--- src/rtl/txm_map.svh ---
// Behaviour
// - Reference clock divided by even ratio 2-30, 50:50.
// - Ratio from four-bit field, defaults to sixteen.
// - Clock output buffer driven only when enabled.
// - Chip-enable low discards all programmed settings.
// - Status output defaults to regulator-ready flag.
// - Two-level keying samples data every reference cycle.
// - Data high adds deviation, low subtracts it.
// - Deviation is nine bits, step fpd/2^14.
// - Both select bits low choose two-level keying.
// - Gaussian keying ramps each transition in index steps.
// - Gaussian modes drive sampling clock to host.
// - Host changes data on fall; device captures on rise.
// - Gaussian deviation is fpd times 2^m over 2^12.
// - Sample rate is fpd over divider times index.
// - Six-bit output power level, zero is lowest.
// - Output stage off when its enable is low.
// - Four-bit selector picks status output source.
`ifndef TXM_MAP_SVH
`define TXM_MAP_SVH

// ==========================================================
// Power-up values
`define TXM_CLKDIV_RST    4'h8
`define TXM_CLKBUF_RST    1'b1
`define TXM_DEV_RST       9'h000
`define TXM_MODSEL_RST    2'h0
`define TXM_SHIFT_RST     3'h0
`define TXM_ICSEL_RST     2'h0
`define TXM_RATEDIV_RST   7'h01
`define TXM_PWR_RST       6'h00
`define TXM_PAON_RST      1'b0
`define TXM_BIAS_RST      4'h3
`define TXM_STSEL_RST     4'h0
`define TXM_CENTER_RST    24'h000000

// ==========================================================
// Status selector codes
`define TXM_ST_REGRDY     4'h0
`define TXM_ST_TXBIT      4'h1
`define TXM_ST_DIVIDED_REF_CLOCK_OUT     4'h2
`define TXM_ST_TX_SAMPLE_CLOCK_OUT      4'h3

// ==========================================================
// Field layout and timing
`define TXM_IDX_BASE_LOG2 4
`define TXM_DEV_SHIFT     2
`define TXM_FIFO_DEPTH    4
`define TXM_REF_PERIOD_NS 50
`define TXM_REGON_TIME_NS 100000
`define TXM_REGON_CYC     ((`TXM_REGON_TIME_NS + `TXM_REF_PERIOD_NS - 1) / `TXM_REF_PERIOD_NS)

`endif

--- src/rtl/txm_pkg.sv ---
package txm_pkg;

  typedef enum logic [1:0]
  {
    TXM_MOD_FSK  = 2'h0,
    TXM_MOD_GFSK = 2'h1,
    TXM_MOD_ASK  = 2'h2,
    TXM_MOD_OOK  = 2'h3
  } txm_mod_type;

  typedef logic [23:0] txm_div_type;

endpackage

--- src/rtl/txm_tx_mod_ctrl.sv ---
`timescale 1ns/1ps
`include "txm_map.svh"

// ==========================================================
// Bit FIFO between host capture and the Gaussian ramp
module txm_fifo #(
  parameter int WIDTH = 1,
  parameter int DEPTH = 4
) (
  input  wire logic             i_clk,
  input  wire logic             i_reset,
  input  wire logic             i_in_valid,
  input  wire logic [WIDTH-1:0] i_in_data,
  output logic                  o_in_ready,
  output logic                  o_out_valid,
  output logic [WIDTH-1:0]      o_out_data,
  input  wire logic             i_out_ready
);
  localparam int PW = (DEPTH > 1) ? $clog2(DEPTH) : 1;
  localparam int CW = $clog2(DEPTH + 1);

  logic [WIDTH-1:0] mem [DEPTH];
  logic [PW-1:0]    wr_ptr_r;
  logic [PW-1:0]    rd_ptr_r;
  logic [CW-1:0]    count_r;
  logic             push;
  logic             pop;

  assign o_in_ready  = (count_r != CW'(DEPTH));
  assign o_out_valid = (count_r != '0);
  assign o_out_data  = mem[rd_ptr_r];
  assign push        = i_in_valid & o_in_ready;
  assign pop         = i_out_ready & o_out_valid;

  always_ff @(posedge i_clk)
  begin
    if (push)
    begin
      mem[wr_ptr_r] <= i_in_data;
    end
  end

  always_ff @(posedge i_clk or posedge i_reset)
  begin
    if (i_reset)
    begin
      wr_ptr_r <= '0;
      rd_ptr_r <= '0;
      count_r  <= '0;
    end
    else
    begin
      if (push)
      begin
        wr_ptr_r <= (wr_ptr_r == PW'(DEPTH - 1)) ? '0 : wr_ptr_r + 1'b1;
      end
      if (pop)
      begin
        rd_ptr_r <= (rd_ptr_r == PW'(DEPTH - 1)) ? '0 : rd_ptr_r + 1'b1;
      end
      count_r <= count_r + CW'(push) - CW'(pop);
    end
  end
endmodule

// ==========================================================
// Modulation and clock-out control
module txm_tx_mod_ctrl (
  // Clock and chip-enable reset
  input  wire logic               i_ref_clk,
  input  wire logic               i_reset,
  // Settings, taken on i_cfg_load once the regulator is ready
  input  wire logic               i_cfg_load,
  input  wire logic [3:0]         i_divided_ref_clock_out_divide_field,
  input  wire logic               i_divided_ref_clock_out_buffer_on,
  input  wire logic [8:0]         i_fsk_deviation_field,
  input  wire logic               i_mod_select_low_bit,
  input  wire logic               i_mod_select_high_bit,
  input  wire logic [2:0]         i_gauss_shift_exponent,
  input  wire logic               i_index_count_sel_low,
  input  wire logic               i_index_count_sel_high,
  input  wire logic [6:0]         i_gauss_rate_divider,
  input  wire logic [5:0]         i_output_power_level,
  input  wire logic               i_output_stage_on,
  input  wire logic [3:0]         i_osc_bias_field,
  input  wire logic [3:0]         i_status_select_field,
  input  wire txm_pkg::txm_div_type i_center_divider,
  // Host data link
  input  wire logic               i_tx_bit_input,
  output logic                    o_tx_sample_clock_out,
  output logic                    o_bit_fifo_ready,
  // Device outputs
  output logic                    o_divided_ref_clock_out,
  output logic                    o_status_mux_out,
  output txm_pkg::txm_div_type    o_eff_divider,
  output logic                    o_output_stage_en,
  output logic [5:0]              o_output_power_level,
  output logic [3:0]              o_osc_bias
);
  import txm_pkg::*;

  // ==========================================================
  // Regulator power-on and settings
  logic [11:0]      regon_cnt_r;
  logic             reg_ready_r;
  logic [3:0]       clkdiv_r;
  logic             clkbuf_r;
  logic [8:0]       dev_r;
  txm_mod_type      mode_r;
  logic [2:0]       shift_r;
  logic [1:0]       icsel_r;
  logic [6:0]       ratediv_r;
  logic [5:0]       pwr_r;
  logic             paon_r;
  logic [3:0]       bias_r;
  logic [3:0]       stsel_r;
  txm_div_type      center_r;
  logic             cfg_take;

  always_ff @(posedge i_ref_clk or posedge i_reset)
  begin
    if (i_reset)
    begin
      regon_cnt_r <= '0;
      reg_ready_r <= 1'b0;
    end
    else if (!reg_ready_r)
    begin
      regon_cnt_r <= regon_cnt_r + 12'h001;
      reg_ready_r <= (regon_cnt_r == 12'(`TXM_REGON_CYC - 1));
    end
  end

  // Loads before ready are dropped, as the host may not write yet.
  assign cfg_take = i_cfg_load & reg_ready_r;

  // Chip-enable low returns every setting to its power-up value.
  always_ff @(posedge i_ref_clk or posedge i_reset)
  begin
    if (i_reset)
    begin
      clkdiv_r  <= `TXM_CLKDIV_RST;
      clkbuf_r  <= `TXM_CLKBUF_RST;
      dev_r     <= `TXM_DEV_RST;
      mode_r    <= txm_mod_type'(`TXM_MODSEL_RST);
      shift_r   <= `TXM_SHIFT_RST;
      icsel_r   <= `TXM_ICSEL_RST;
      ratediv_r <= `TXM_RATEDIV_RST;
      pwr_r     <= `TXM_PWR_RST;
      paon_r    <= `TXM_PAON_RST;
      bias_r    <= `TXM_BIAS_RST;
      stsel_r   <= `TXM_STSEL_RST;
      center_r  <= `TXM_CENTER_RST;
    end
    else if (cfg_take)
    begin
      clkdiv_r  <= i_divided_ref_clock_out_divide_field;
      clkbuf_r  <= i_divided_ref_clock_out_buffer_on;
      dev_r     <= i_fsk_deviation_field;
      mode_r    <= txm_mod_type'({i_mod_select_high_bit, i_mod_select_low_bit});
      shift_r   <= i_gauss_shift_exponent;
      icsel_r   <= {i_index_count_sel_high, i_index_count_sel_low};
      ratediv_r <= i_gauss_rate_divider;
      pwr_r     <= i_output_power_level;
      paon_r    <= i_output_stage_on;
      bias_r    <= i_osc_bias_field;
      stsel_r   <= i_status_select_field;
      center_r  <= i_center_divider;
    end
  end

  // ==========================================================
  // Divided reference clock
  logic [3:0] clk_cnt_r;
  logic       clk_div_r;
  logic [3:0] half_m1;

  // A zero field is treated as the smallest ratio of two.
  assign half_m1 = (clkdiv_r == 4'h0) ? 4'h0 : clkdiv_r - 4'h1;

  always_ff @(posedge i_ref_clk or posedge i_reset)
  begin
    if (i_reset)
    begin
      clk_cnt_r <= '0;
      clk_div_r <= 1'b0;
    end
    else if (clk_cnt_r >= half_m1)
    begin
      // Toggling every field count gives ratio 2*field with equal halves.
      clk_cnt_r <= '0;
      clk_div_r <= ~clk_div_r;
    end
    else
    begin
      clk_cnt_r <= clk_cnt_r + 4'h1;
    end
  end

  always_ff @(posedge i_ref_clk or posedge i_reset)
  begin
    if (i_reset)
    begin
      o_divided_ref_clock_out <= 1'b0;
    end
    else
    begin
      o_divided_ref_clock_out <= clk_div_r & clkbuf_r;
    end
  end

  // ==========================================================
  // Data pin synchroniser
  logic tx_meta_r;
  logic tx_sync_r;

  always_ff @(posedge i_ref_clk or posedge i_reset)
  begin
    if (i_reset)
    begin
      tx_meta_r <= 1'b0;
      tx_sync_r <= 1'b0;
    end
    else
    begin
      tx_meta_r <= i_tx_bit_input;
      tx_sync_r <= tx_meta_r;
    end
  end

  // ==========================================================
  // Gaussian sampling clock
  logic       gauss_mode;
  logic [6:0] pre_cnt_r;
  logic [6:0] rate_m1;
  logic       pre_tick;
  logic [7:0] idx_cnt_r;
  logic [7:0] idx_total;
  logic       bit_end;
  logic       tx_sample_clock_out_prev_r;
  logic       capture;

  assign gauss_mode = (mode_r == TXM_MOD_GFSK) || (mode_r == TXM_MOD_OOK);
  assign rate_m1    = (ratediv_r == 7'h00) ? 7'h00 : ratediv_r - 7'h01;
  assign pre_tick   = gauss_mode & (pre_cnt_r >= rate_m1);
  assign idx_total  = 8'(1 << (`TXM_IDX_BASE_LOG2 + int'(icsel_r)));
  assign bit_end    = pre_tick & (idx_cnt_r >= idx_total - 8'h01);

  // One bit lasts divider times index reference cycles.
  always_ff @(posedge i_ref_clk or posedge i_reset)
  begin
    if (i_reset)
    begin
      pre_cnt_r <= '0;
      idx_cnt_r <= '0;
    end
    else if (!gauss_mode)
    begin
      pre_cnt_r <= '0;
      idx_cnt_r <= '0;
    end
    else if (pre_tick)
    begin
      pre_cnt_r <= '0;
      idx_cnt_r <= bit_end ? 8'h00 : idx_cnt_r + 8'h01;
    end
    else
    begin
      pre_cnt_r <= pre_cnt_r + 7'h01;
    end
  end

  // Low in the first half, so the host moves data on the fall.
  always_ff @(posedge i_ref_clk or posedge i_reset)
  begin
    if (i_reset)
    begin
      o_tx_sample_clock_out <= 1'b0;
      tx_sample_clock_out_prev_r          <= 1'b0;
    end
    else
    begin
      o_tx_sample_clock_out <= gauss_mode & (idx_cnt_r >= (idx_total >> 1));
      tx_sample_clock_out_prev_r          <= o_tx_sample_clock_out;
    end
  end

  // Mid-bit capture on the rising sample clock.
  assign capture = gauss_mode & o_tx_sample_clock_out & ~tx_sample_clock_out_prev_r;

  // ==========================================================
  // Bit FIFO and Gaussian ramp
  logic       fifo_in_ready;
  logic       fifo_out_valid;
  logic       fifo_out_bit;
  logic       fifo_pop;
  logic       target_r;
  logic [7:0] pos_r;

  // The ramp freezes while the output stage is off, so bits back up here.
  assign fifo_pop = bit_end & paon_r;

  txm_fifo #(
    .WIDTH (1),
    .DEPTH (`TXM_FIFO_DEPTH)
  ) u_fifo (
    .i_clk       (i_ref_clk),
    .i_reset     (i_reset),
    .i_in_valid  (capture),
    .i_in_data   (tx_sync_r),
    .o_in_ready  (fifo_in_ready),
    .o_out_valid (fifo_out_valid),
    .o_out_data  (fifo_out_bit),
    .i_out_ready (fifo_pop)
  );

  always_ff @(posedge i_ref_clk or posedge i_reset)
  begin
    if (i_reset)
    begin
      o_bit_fifo_ready <= 1'b0;
      target_r         <= 1'b0;
    end
    else
    begin
      o_bit_fifo_ready <= fifo_in_ready;
      if (fifo_pop && fifo_out_valid)
      begin
        target_r <= fifo_out_bit;
      end
    end
  end

  // A linear ramp stands in for the filter's Gaussian taps; it keeps area small
  // while still spreading each transition over index-count steps.
  always_ff @(posedge i_ref_clk or posedge i_reset)
  begin
    if (i_reset)
    begin
      pos_r <= '0;
    end
    else if (pos_r > idx_total)
    begin
      pos_r <= idx_total;
    end
    else if (pre_tick && paon_r)
    begin
      if (target_r && (pos_r < idx_total))
      begin
        pos_r <= pos_r + 8'h01;
      end
      else if (!target_r && (pos_r != 8'h00))
      begin
        pos_r <= pos_r - 8'h01;
      end
    end
  end

  // ==========================================================
  // Effective divider
  logic signed [19:0] ramp_t;
  logic signed [19:0] gauss_off;
  logic [3:0]         up_sh;
  logic [3:0]         dn_sh;
  txm_div_type        dev_ext;
  txm_div_type        eff_nxt;

  assign ramp_t    = $signed({11'h000, pos_r, 1'b0}) - $signed({12'h000, idx_total});
  assign up_sh     = {1'b0, shift_r} + 4'(`TXM_DEV_SHIFT);
  assign dn_sh     = {2'b00, icsel_r} + 4'(`TXM_IDX_BASE_LOG2);
  // Full swing is 4*2^m units of fpd/2^14, i.e. fpd*2^m/2^12.
  assign gauss_off = (ramp_t <<< up_sh) >>> dn_sh;
  assign dev_ext   = {15'h0000, dev_r};

  always_comb
  begin
    case (mode_r)
      TXM_MOD_FSK:  eff_nxt = tx_sync_r ? center_r + dev_ext : center_r - dev_ext;
      TXM_MOD_GFSK: eff_nxt = center_r + {{4{gauss_off[19]}}, gauss_off};
      default:      eff_nxt = center_r;
    endcase
  end

  always_ff @(posedge i_ref_clk or posedge i_reset)
  begin
    if (i_reset)
    begin
      o_eff_divider <= `TXM_CENTER_RST;
    end
    else
    begin
      o_eff_divider <= eff_nxt;
    end
  end

  // ==========================================================
  // Output stage and status
  logic st_nxt;

  always_ff @(posedge i_ref_clk or posedge i_reset)
  begin
    if (i_reset)
    begin
      o_output_stage_en    <= 1'b0;
      o_output_power_level <= `TXM_PWR_RST;
      o_osc_bias           <= `TXM_BIAS_RST;
    end
    else
    begin
      o_output_stage_en    <= paon_r & reg_ready_r;
      o_output_power_level <= pwr_r;
      o_osc_bias           <= bias_r;
    end
  end

  always_comb
  begin
    case (stsel_r)
      `TXM_ST_REGRDY: st_nxt = reg_ready_r;
      `TXM_ST_TXBIT:  st_nxt = tx_sync_r;
      `TXM_ST_DIVIDED_REF_CLOCK_OUT: st_nxt = clk_div_r;
      `TXM_ST_TX_SAMPLE_CLOCK_OUT:  st_nxt = o_tx_sample_clock_out;
      default:        st_nxt = 1'b0;
    endcase
  end

  always_ff @(posedge i_ref_clk or posedge i_reset)
  begin
    if (i_reset)
    begin
      o_status_mux_out <= 1'b0;
    end
    else
    begin
      o_status_mux_out <= st_nxt;
    end
  end
endmodule

--- config.mk ---
export PLATFORM = sky130hd
export DESIGN_NAME = txm_tx_mod_ctrl
export DESIGN_NICKNAME = d
export VERILOG_FILES = /design/src/rtl/txm_pkg.sv /design/src/rtl/txm_tx_mod_ctrl.sv
export VERILOG_INCLUDE_DIRS = /design/src /design/src/rtl
export SDC_FILE = /design/constraint.sdc
export NUM_CORES = 1
export LEC_CHECK = 0
export ABC_CLOCK_PERIOD_IN_PS = 14900
export BUFFER_PORTS_ARGS = -buffer_cell sky130_fd_sc_hd__buf_2
export CORE_MARGIN = 10
export CORE_UTILIZATION = 55
export DETAILED_ROUTE_END_ITERATION = 8
export PLACE_DENSITY = 0.76
export SLEW_MARGIN = 30
export SYNTH_ARGS = -nofsm -noshare
export SYNTH_HDL_FRONTEND = slang
export SYNTH_SLANG_ARGS = --single-unit
--- constraint.sdc ---
create_clock -name i_ref_clk -period 14.9 [get_ports i_ref_clk]
set_input_delay 0.745 -clock i_ref_clk [delete_from_list [all_inputs] [get_ports i_ref_clk]]
set_output_delay 0.745 -clock i_ref_clk [all_outputs]
set_load 0.005 [all_outputs]
==> impl_metrics.json, run 1 <==
{
  "setup-tns-final_ns": 0,
  "drv_cap": 0,
  "hpwlAfterDp_um": 16480,
  "post-route-min-period_ns": 6.360,
  "cts_sinks": 162,
  "drive_above_1_share_pct": 22.00,
  "final-seq-area_mm2": 0.004083,
  "cpPeakStageDelay_ns": 0.70,
  "power_density_mw_per_mm2": 82.21,
  "overflow": 0,
  "start_util_pct": 56.12,
  "syn_area_per_cell_um2": 10.04,
  "detail-route-antenna-nets": 0,
  "ys_warn_count": 0,
  "critPathRequiredTime_ns": 15.21,
  "pin_count": 110,
  "use_met1_pct": 23.19,
  "place_inst": 1275,
  "hold_violations": 0,
  "antenna_found_initial": 0,
  "drt_iter0_markers": 557,
  "vias": 7548,
  "row_count": 48,
  "cp_data_arrival_time_ns": 6.67,
  "cp-end-kind": "flip-flop",
  "maxSlewViolCount": 0,
  "use_met2_pct": 31.83,
  "p_leak_uw": 0.005530,
  "pre_cts_ws_ns": 8.691,
  "vias_per_cell": 5.771,
  "h-tree-depth": 4,
  "netlist.area_leader.share_pct": 38.79,
  "die_h_um": 153.1,
  "final_core_util_pct": 63.96,
  "yosys-top-cells-area": "dfrtp_1, ha_1, mux2_2",
  "drc": 0,
  "insertion_delay_ns": 0.43,
  "cts_root_buffer": "clkbuf_16",
  "drt-pass1-iter-count": 6,
  "crit_family": "compound AO/OA/AOI/OAI gates",
  "critPathBufInv": 1,
  "die_area_mm2": 0.02343,
  "yosys_most_used_dff": "dfrtp_1",
  "cts_buffers": 17,
  "synthDistinctLibCells": 74,
  "grt_pass1_vias": 7658,
  "synthCells": 970,
  "fin_nets": 1214,
  "grt_use_met3_pct": 5.107,
  "grt_pass1_wl_um": 37450,
  "ys_seq_area_share_pct": 41.91,
  "setup_slack_ns": 8.540,
  "cp_max_fo": 19,
  "nFillCells": 1365,
  "synth-edff-count": 4,
  "hp-class": "reg -> reg",
  "stdcell_count": 1308,
  "synthesis.area_mm2": 0.009741,
  "wl_um": 22450,
  "core-area_mm2": 0.01736,
  "yosysTopAreaCell": "dfrtp_1",
  "syn_nets": 1115,
  "synthArstFlopShare_pct": 97.53,
  "post_cts_buffers": 0,
  "clkTransAtPathRegs_ns": 0.07,
  "status": "finished, final reports clean",
  "grt_usage_pct": 18.88,
  "critical_path_class": "reg -> reg",
  "holdBufCountCts": 0,
  "path_common_cell": "o21ai_0",
  "multi_input_area_mm2": 0.005400,
  "cts.repair.resized": 0,
  "whs_ns": 0.3488,
  "worst_clock_skew_ns": 0.01333,
  "slew-limit-headroom_pct": 37.29,
  "crit_chain": "clkinv_1 -> nand2_1 -> ha_1 -> o21a_1 -> o22a_1 -> nor2_1 -> o21ai_0 -> a31oi_1 -> o21ai_0 -> a222oi_1 -> ha_1 -> o2111ai_1 -> and3_1 -> nand3b_1 -> o21ai_0 -> a21oi_1 -> a21boi_0 -> o21ai_0 -> a31o_1",
  "gp_congestion": 0.9606,
  "cp_slowest_cell": "dfrtp_1",
  "busiest_layer": "met2",
  "fmax_mhz": 157.2,
  "wl_per_cell_um": 17.17,
  "cts_tree": "yes",
  "setup_viol": 0,
  "ys_seq_elements": 162,
  "max-vdd-ir-drop_mv": 0.1051,
  "clockBufferDepth": 2,
  "rsz0062_at_grt": "no",
  "finalCritPeriodShare_pct": 42.69,
  "port_buffers": 109,
  "syn_to_final_growth_pct": 13.96,
  "dieWidth_um": 153.1,
  "worstMarginPinSlew_ns": 0.9406,
  "grt_max_degree": 85,
  "critPathLaunchType": "flip-flop"
}
[cell usage after synthesis (all sizes together) (24+ instances only)]
cell	n
ha	71
a21oi	48
nand2	83
clkbuf	30
xnor2	33
nand3	24
inv	38
o21ai	58
nor2	87
xor2	25
mux2	75
dfrtp	151
[area by class of cell]
| cell class | count | area share (%) |
|---|---|---|
| clock inverters | 14 | 1.510 |
| flip-flops and latches | 162 | 36.78 |
| well taps | 225 | 2.536 |
| diodes | 1 | 0.02254 |
| multi-input cells | 736 | 48.65 |
| repair buffers | 112 | 5.151 |
| clock buffers | 18 | 3.956 |
| inverters | 40 | 1.398 |
[flip-flops by register name, summed over array words and instances (netlist names), 2 cells and up]
name,flops
ratediv_r,7
dev_r,9
o_eff_divider,24
u_fifo.mem,4
regon_cnt_r,12
mode_r,2
o_output_power_level,6
bias_r,4
clkdiv_r,4
idx_cnt_r,8
u_fifo.rd_ptr_r,2
u_fifo.wr_ptr_r,2
pwr_r,6
center_r,24
clk_cnt_r,4
pre_cnt_r,7
icsel_r,2
shift_r,3
u_fifo.count_r,3
stsel_r,4
o_osc_bias,4
pos_r,8
[power by group]
| part | leakage, uW | internal, uW | switching, uW |
|---|---|---|---|
| clock | 0.000302 | 257 | 195 |
| sequential | 0.00219 | 441 | 0.706 |
| combinational | 0.00304 | 6.93 | 10.9 |
| total | 0.00553 | 706 | 207 |
[worst paths after layout]
kind                                endpoint        from  slack, ns  depth (start not counted)
max                        o_eff_divider[23]  icsel_r[0]       8.54                         19
min                                tx_sync_r   tx_meta_r       0.35                          0
max in group asynchronous       center_r[19]     i_reset      13.34                          3
max reg2reg                o_eff_divider[23]  icsel_r[0]       8.54                         19
min in group asynchronous          bias_r[3]     i_reset       0.43                          2
min reg2reg                        tx_sync_r   tx_meta_r       0.35                          0
[worst reg2reg max path, delay by kind of cell, from the launching register on]
kind,cells,cell delay [ns]
AND/OR/NAND/NOR,4,1.17
adder cells (fa/ha/maj),2,0.68
buffers and inverters,1,0.57
AO/OA/AOI/OAI,12,3.10
flip-flops,1,0.70
[cell families after synthesis]
group / synth area share (%)
AND/OR/NAND/NOR: 13.92
AO/OA/AOI/OAI: 15.34
multiplexers: 11.02
adder cells (fa/ha/maj): 9.737
buffers and inverters: 2.852
XOR/XNOR: 5.215
flip-flops: 41.91
[per-stage QoR]
stage	power, uW	instance area, um^2
floorplan	456.9	9741
detailed placement	469.2	10480
finish	912.6	11100
CTS	919.4	11090
global route	939.3	11100
global placement	468.9	10480
[layout by cell type (no fill, tap or decap), types with 18 or more instances in the layout]
cell type,count
nand2_1,82
dfrtp_1,151
xnor2_1,33
o21ai_0,57
inv_1,37
xor2_1,25
ha_1,71
buf_2,109
nor2_1,87
mux2i_1,18
nand3_1,24
a21oi_1,48
mux2_2,74
[per-layer routing]
layer	wire length, um	part of all wire [%]	up-vias
li1	-	-	3689
met5	0	0	-
met3	1300	5.8	30
met4	328	1.5	0
met1	9820	44	3635
met2	11000	49	194
No activity file was read; power rests on OpenSTA's default activity.
==> run 2, diff against run 1 <==
Settings changed: ABC_CLOCK_PERIOD_IN_PS 14900 to 6450.
Clock period 14.9 ns to 6.45 ns, I/O delays scaled along.
==> impl_metrics.json, run 2 (synthesis results as in run 1) <==
{
  "cp_slowest_cell": "dfrtp_1",
  "drive_above_1_share_pct": 22.33,
  "p_leak_uw": 0.005540,
  "finalCritPeriodShare_pct": 90.55,
  "slew-limit-headroom_pct": 36.85,
  "largest_registers": "center_r x24, o_eff_divider x24, regon_cnt_r x12",
  "reg2reg_from": "icsel_r[0]",
  "hp-class": "in -> async",
  "h-tree-depth": 4,
  "row_count": 48,
  "cts_tree": "yes",
  "final_core_util_pct": 64.01,
  "place_inst": 1280,
  "power_density_mw_per_mm2": 184.1,
  "p_int_uw": 1559,
  "overflow": 0,
  "placed_cell_area_mm2": 0.01052,
  "clkTransAtPathRegs_ns": 0.07,
  "setup_viol": 0,
  "core-area_mm2": 0.01736,
  "dieWidth_um": 153.1,
  "power.share.combinational_pct": 2.0,
  "pin_count": 110,
  "cp-end-kind": "flip-flop",
  "die_area_mm2": 0.02343,
  "crit_family": "compound AO/OA/AOI/OAI gates",
  "insertion_delay_ns": 0.43,
  "gp_congestion": 0.9520,
  "drt-pass1-iter-count": 5,
  "vias": 7582,
  "clockBufferDepth": 2,
  "cts_root_buffer": "clkbuf_16",
  "cts_buffers": 17,
  "crit_chain": "clkinv_1 -> nand2_1 -> ha_1 -> o21a_1 -> o22a_1 -> a211o_1 -> nand3_1 -> o221ai_1 -> a22o_1 -> a221oi_1 -> a21oi_1 -> ha_1 -> a211o_1 -> a211oi_1 -> o21bai_1 -> a31oi_1 -> o311ai_0 -> a31oi_1 -> xor2_1 -> o21ai_0",
  "stdcell_count": 1314,
  "worst_clock_skew_ns": 0.009883,
  "startpoint": "icsel_r[0]",
  "grt_max_degree": 89,
  "final_area_mm2": 0.01111,
  "max-vdd-ir-drop_mv": 0.2343,
  "post-route-min-period_ns": 5.841,
  "final_common_cell": "dfrtp_1",
  "status": "finished, final reports clean",
  "critPathLaunchType": "flip-flop",
  "drv_cap": 0,
  "fin_nets": 1220,
  "drc": 0,
  "cp_data_arrival_time_ns": 6.13,
  "die_h_um": 153.1,
  "antenna_found_initial": 1,
  "maxSlewViolCount": 0,
  "port_buffers": 109,
  "use_met2_pct": 31.52,
  "start_util_pct": 56.12,
  "pwr-share-clk_pct": 48.0,
  "drt_iter0_markers": 581,
  "busiest_layer": "met2",
  "seqPwrFrac_pct": 50.0,
  "hpwlAfterDp_um": 16740,
  "setup-tns-final_ns": 0,
  "rsz0062_at_grt": "no",
  "cts_sinks": 162,
  "wl_per_cell_um": 17.14,
  "critical_path_class": "reg -> reg",
  "p_sw_uw": 485.5,
  "vias_per_cell": 5.770,
  "grt_pass1_vias": 7731,
  "use_met1_pct": 24.34,
  "syn_to_final_growth_pct": 14.07,
  "critPathBufInv": 1,
  "p_sw_share_pct": 23.74,
  "wl_um": 22520,
  "grt_pass1_wl_um": 38120,
  "grt_use_met3_pct": 5.079,
  "fmax_mhz": 171.2,
  "detail-route-antenna-nets": 0,
  "cpPeakStageDelay_ns": 0.70,
  "grt_usage_pct": 19.24,
  "cp_max_fo": 19,
  "worstMarginPinSlew_ns": 0.9473,
  "final_cell_mix": "dfrtp_1, buf_2, nor2_1, nand2_1, mux2_2",
  "critPathRequiredTime_ns": 6.74,
  "hold_violations": 0
}
## run 2: changes by cell type in the layout (fill, tap and decap cells not counted)
cell	delta
buf_4	+5
inv_8	+4
bufinv_16	-2
clkinv_2	-1
clkinv_8	-1
clkinvlp_4	+1
dlygate4sd3_1	+1
inv_6	-1
## run 2: final timing paths
| path | cells after the start | to | slack, ns |
|---|---|---|---|
| worst min register to register | 0 | tx_sync_r | 0.37 |
| max in group asynchronous | 3 | shift_r[2] | 5.34 |
| worst max-delay path | 20 | o_eff_divider[22] | 0.61 |
| worst min-delay path | 2 | tx_sync_r | 0.02 |
| min in group i_ref_clk | 2 | pwr_r[0] | 0.12 |
| worst max register to register | 20 | o_eff_divider[22] | 0.61 |
## run 2: worst register-to-register path, cell delays in order (launching register included)
cell      delay, ns
dfrtp_1        0.70
clkinv_1       0.22
nand2_1        0.22
ha_1           0.33
o21a_1         0.26
o22a_1         0.29
a211o_1        0.34
nand3_1        0.17
o221ai_1       0.30
a22o_1         0.29
a221oi_1       0.34
a21oi_1        0.08
ha_1           0.36
a211o_1        0.33
a211oi_1       0.23
o21bai_1       0.18
a31oi_1        0.40
o311ai_0       0.21
a31oi_1        0.23
xor2_1         0.15
o21ai_0        0.08
## run 2: power by group through the flow
stage                     combinational [uW]  clock, uW  sequential (uW)
after floorplan                         15.8          0             1040
after global placement                  42.4          0             1040
after detailed placement                43.2          0             1040
after CTS                               43.7       1000             1020
after global routing                    48.1       1050             1020
final                                   41.7        982             1020
## run 2: what timing repair did
item                      4_1_cts  5_1_grt
setup buffers                   0        0
hold endpoints to repair        1        0
gates resized for setup         0        0
hold buffers                    1        0
## run 2: metrics by stage
step           total power [uW]  setup WS, ns  hold WS, ns
2_1_floorplan              1056         1.345       0.3312
3_3_place_gp               1083        0.8728       0.3343
3_5_place_dp               1084        0.7895       0.3435
4_1_cts                    2067        0.6847      0.06140
5_1_grt                    2115        0.1685      0.08820
6_report                   2045        0.6095      0.01791
## run 2: metal layers
metal | part of all wire [%] | vias up
met2 | 48 | 209
li1 | - | 3707
met3 | 5.9 | 33
met1 | 44 | 3633
met5 | 0 | -
met4 | 1.6 | 0
## run 2: area by class of cell
cell class / count / area [um^2]
diodes: 1 / 2.502
clock buffers: 18 / 439.2
clock inverters: 14 / 130.1
fillers: 1429 / 6246
inverters: 40 / 155.1
multi-input cells: 736 / 5400
flip-flops and latches: 162 / 4083
well taps: 225 / 281.5
repair buffers: 118 / 619.3
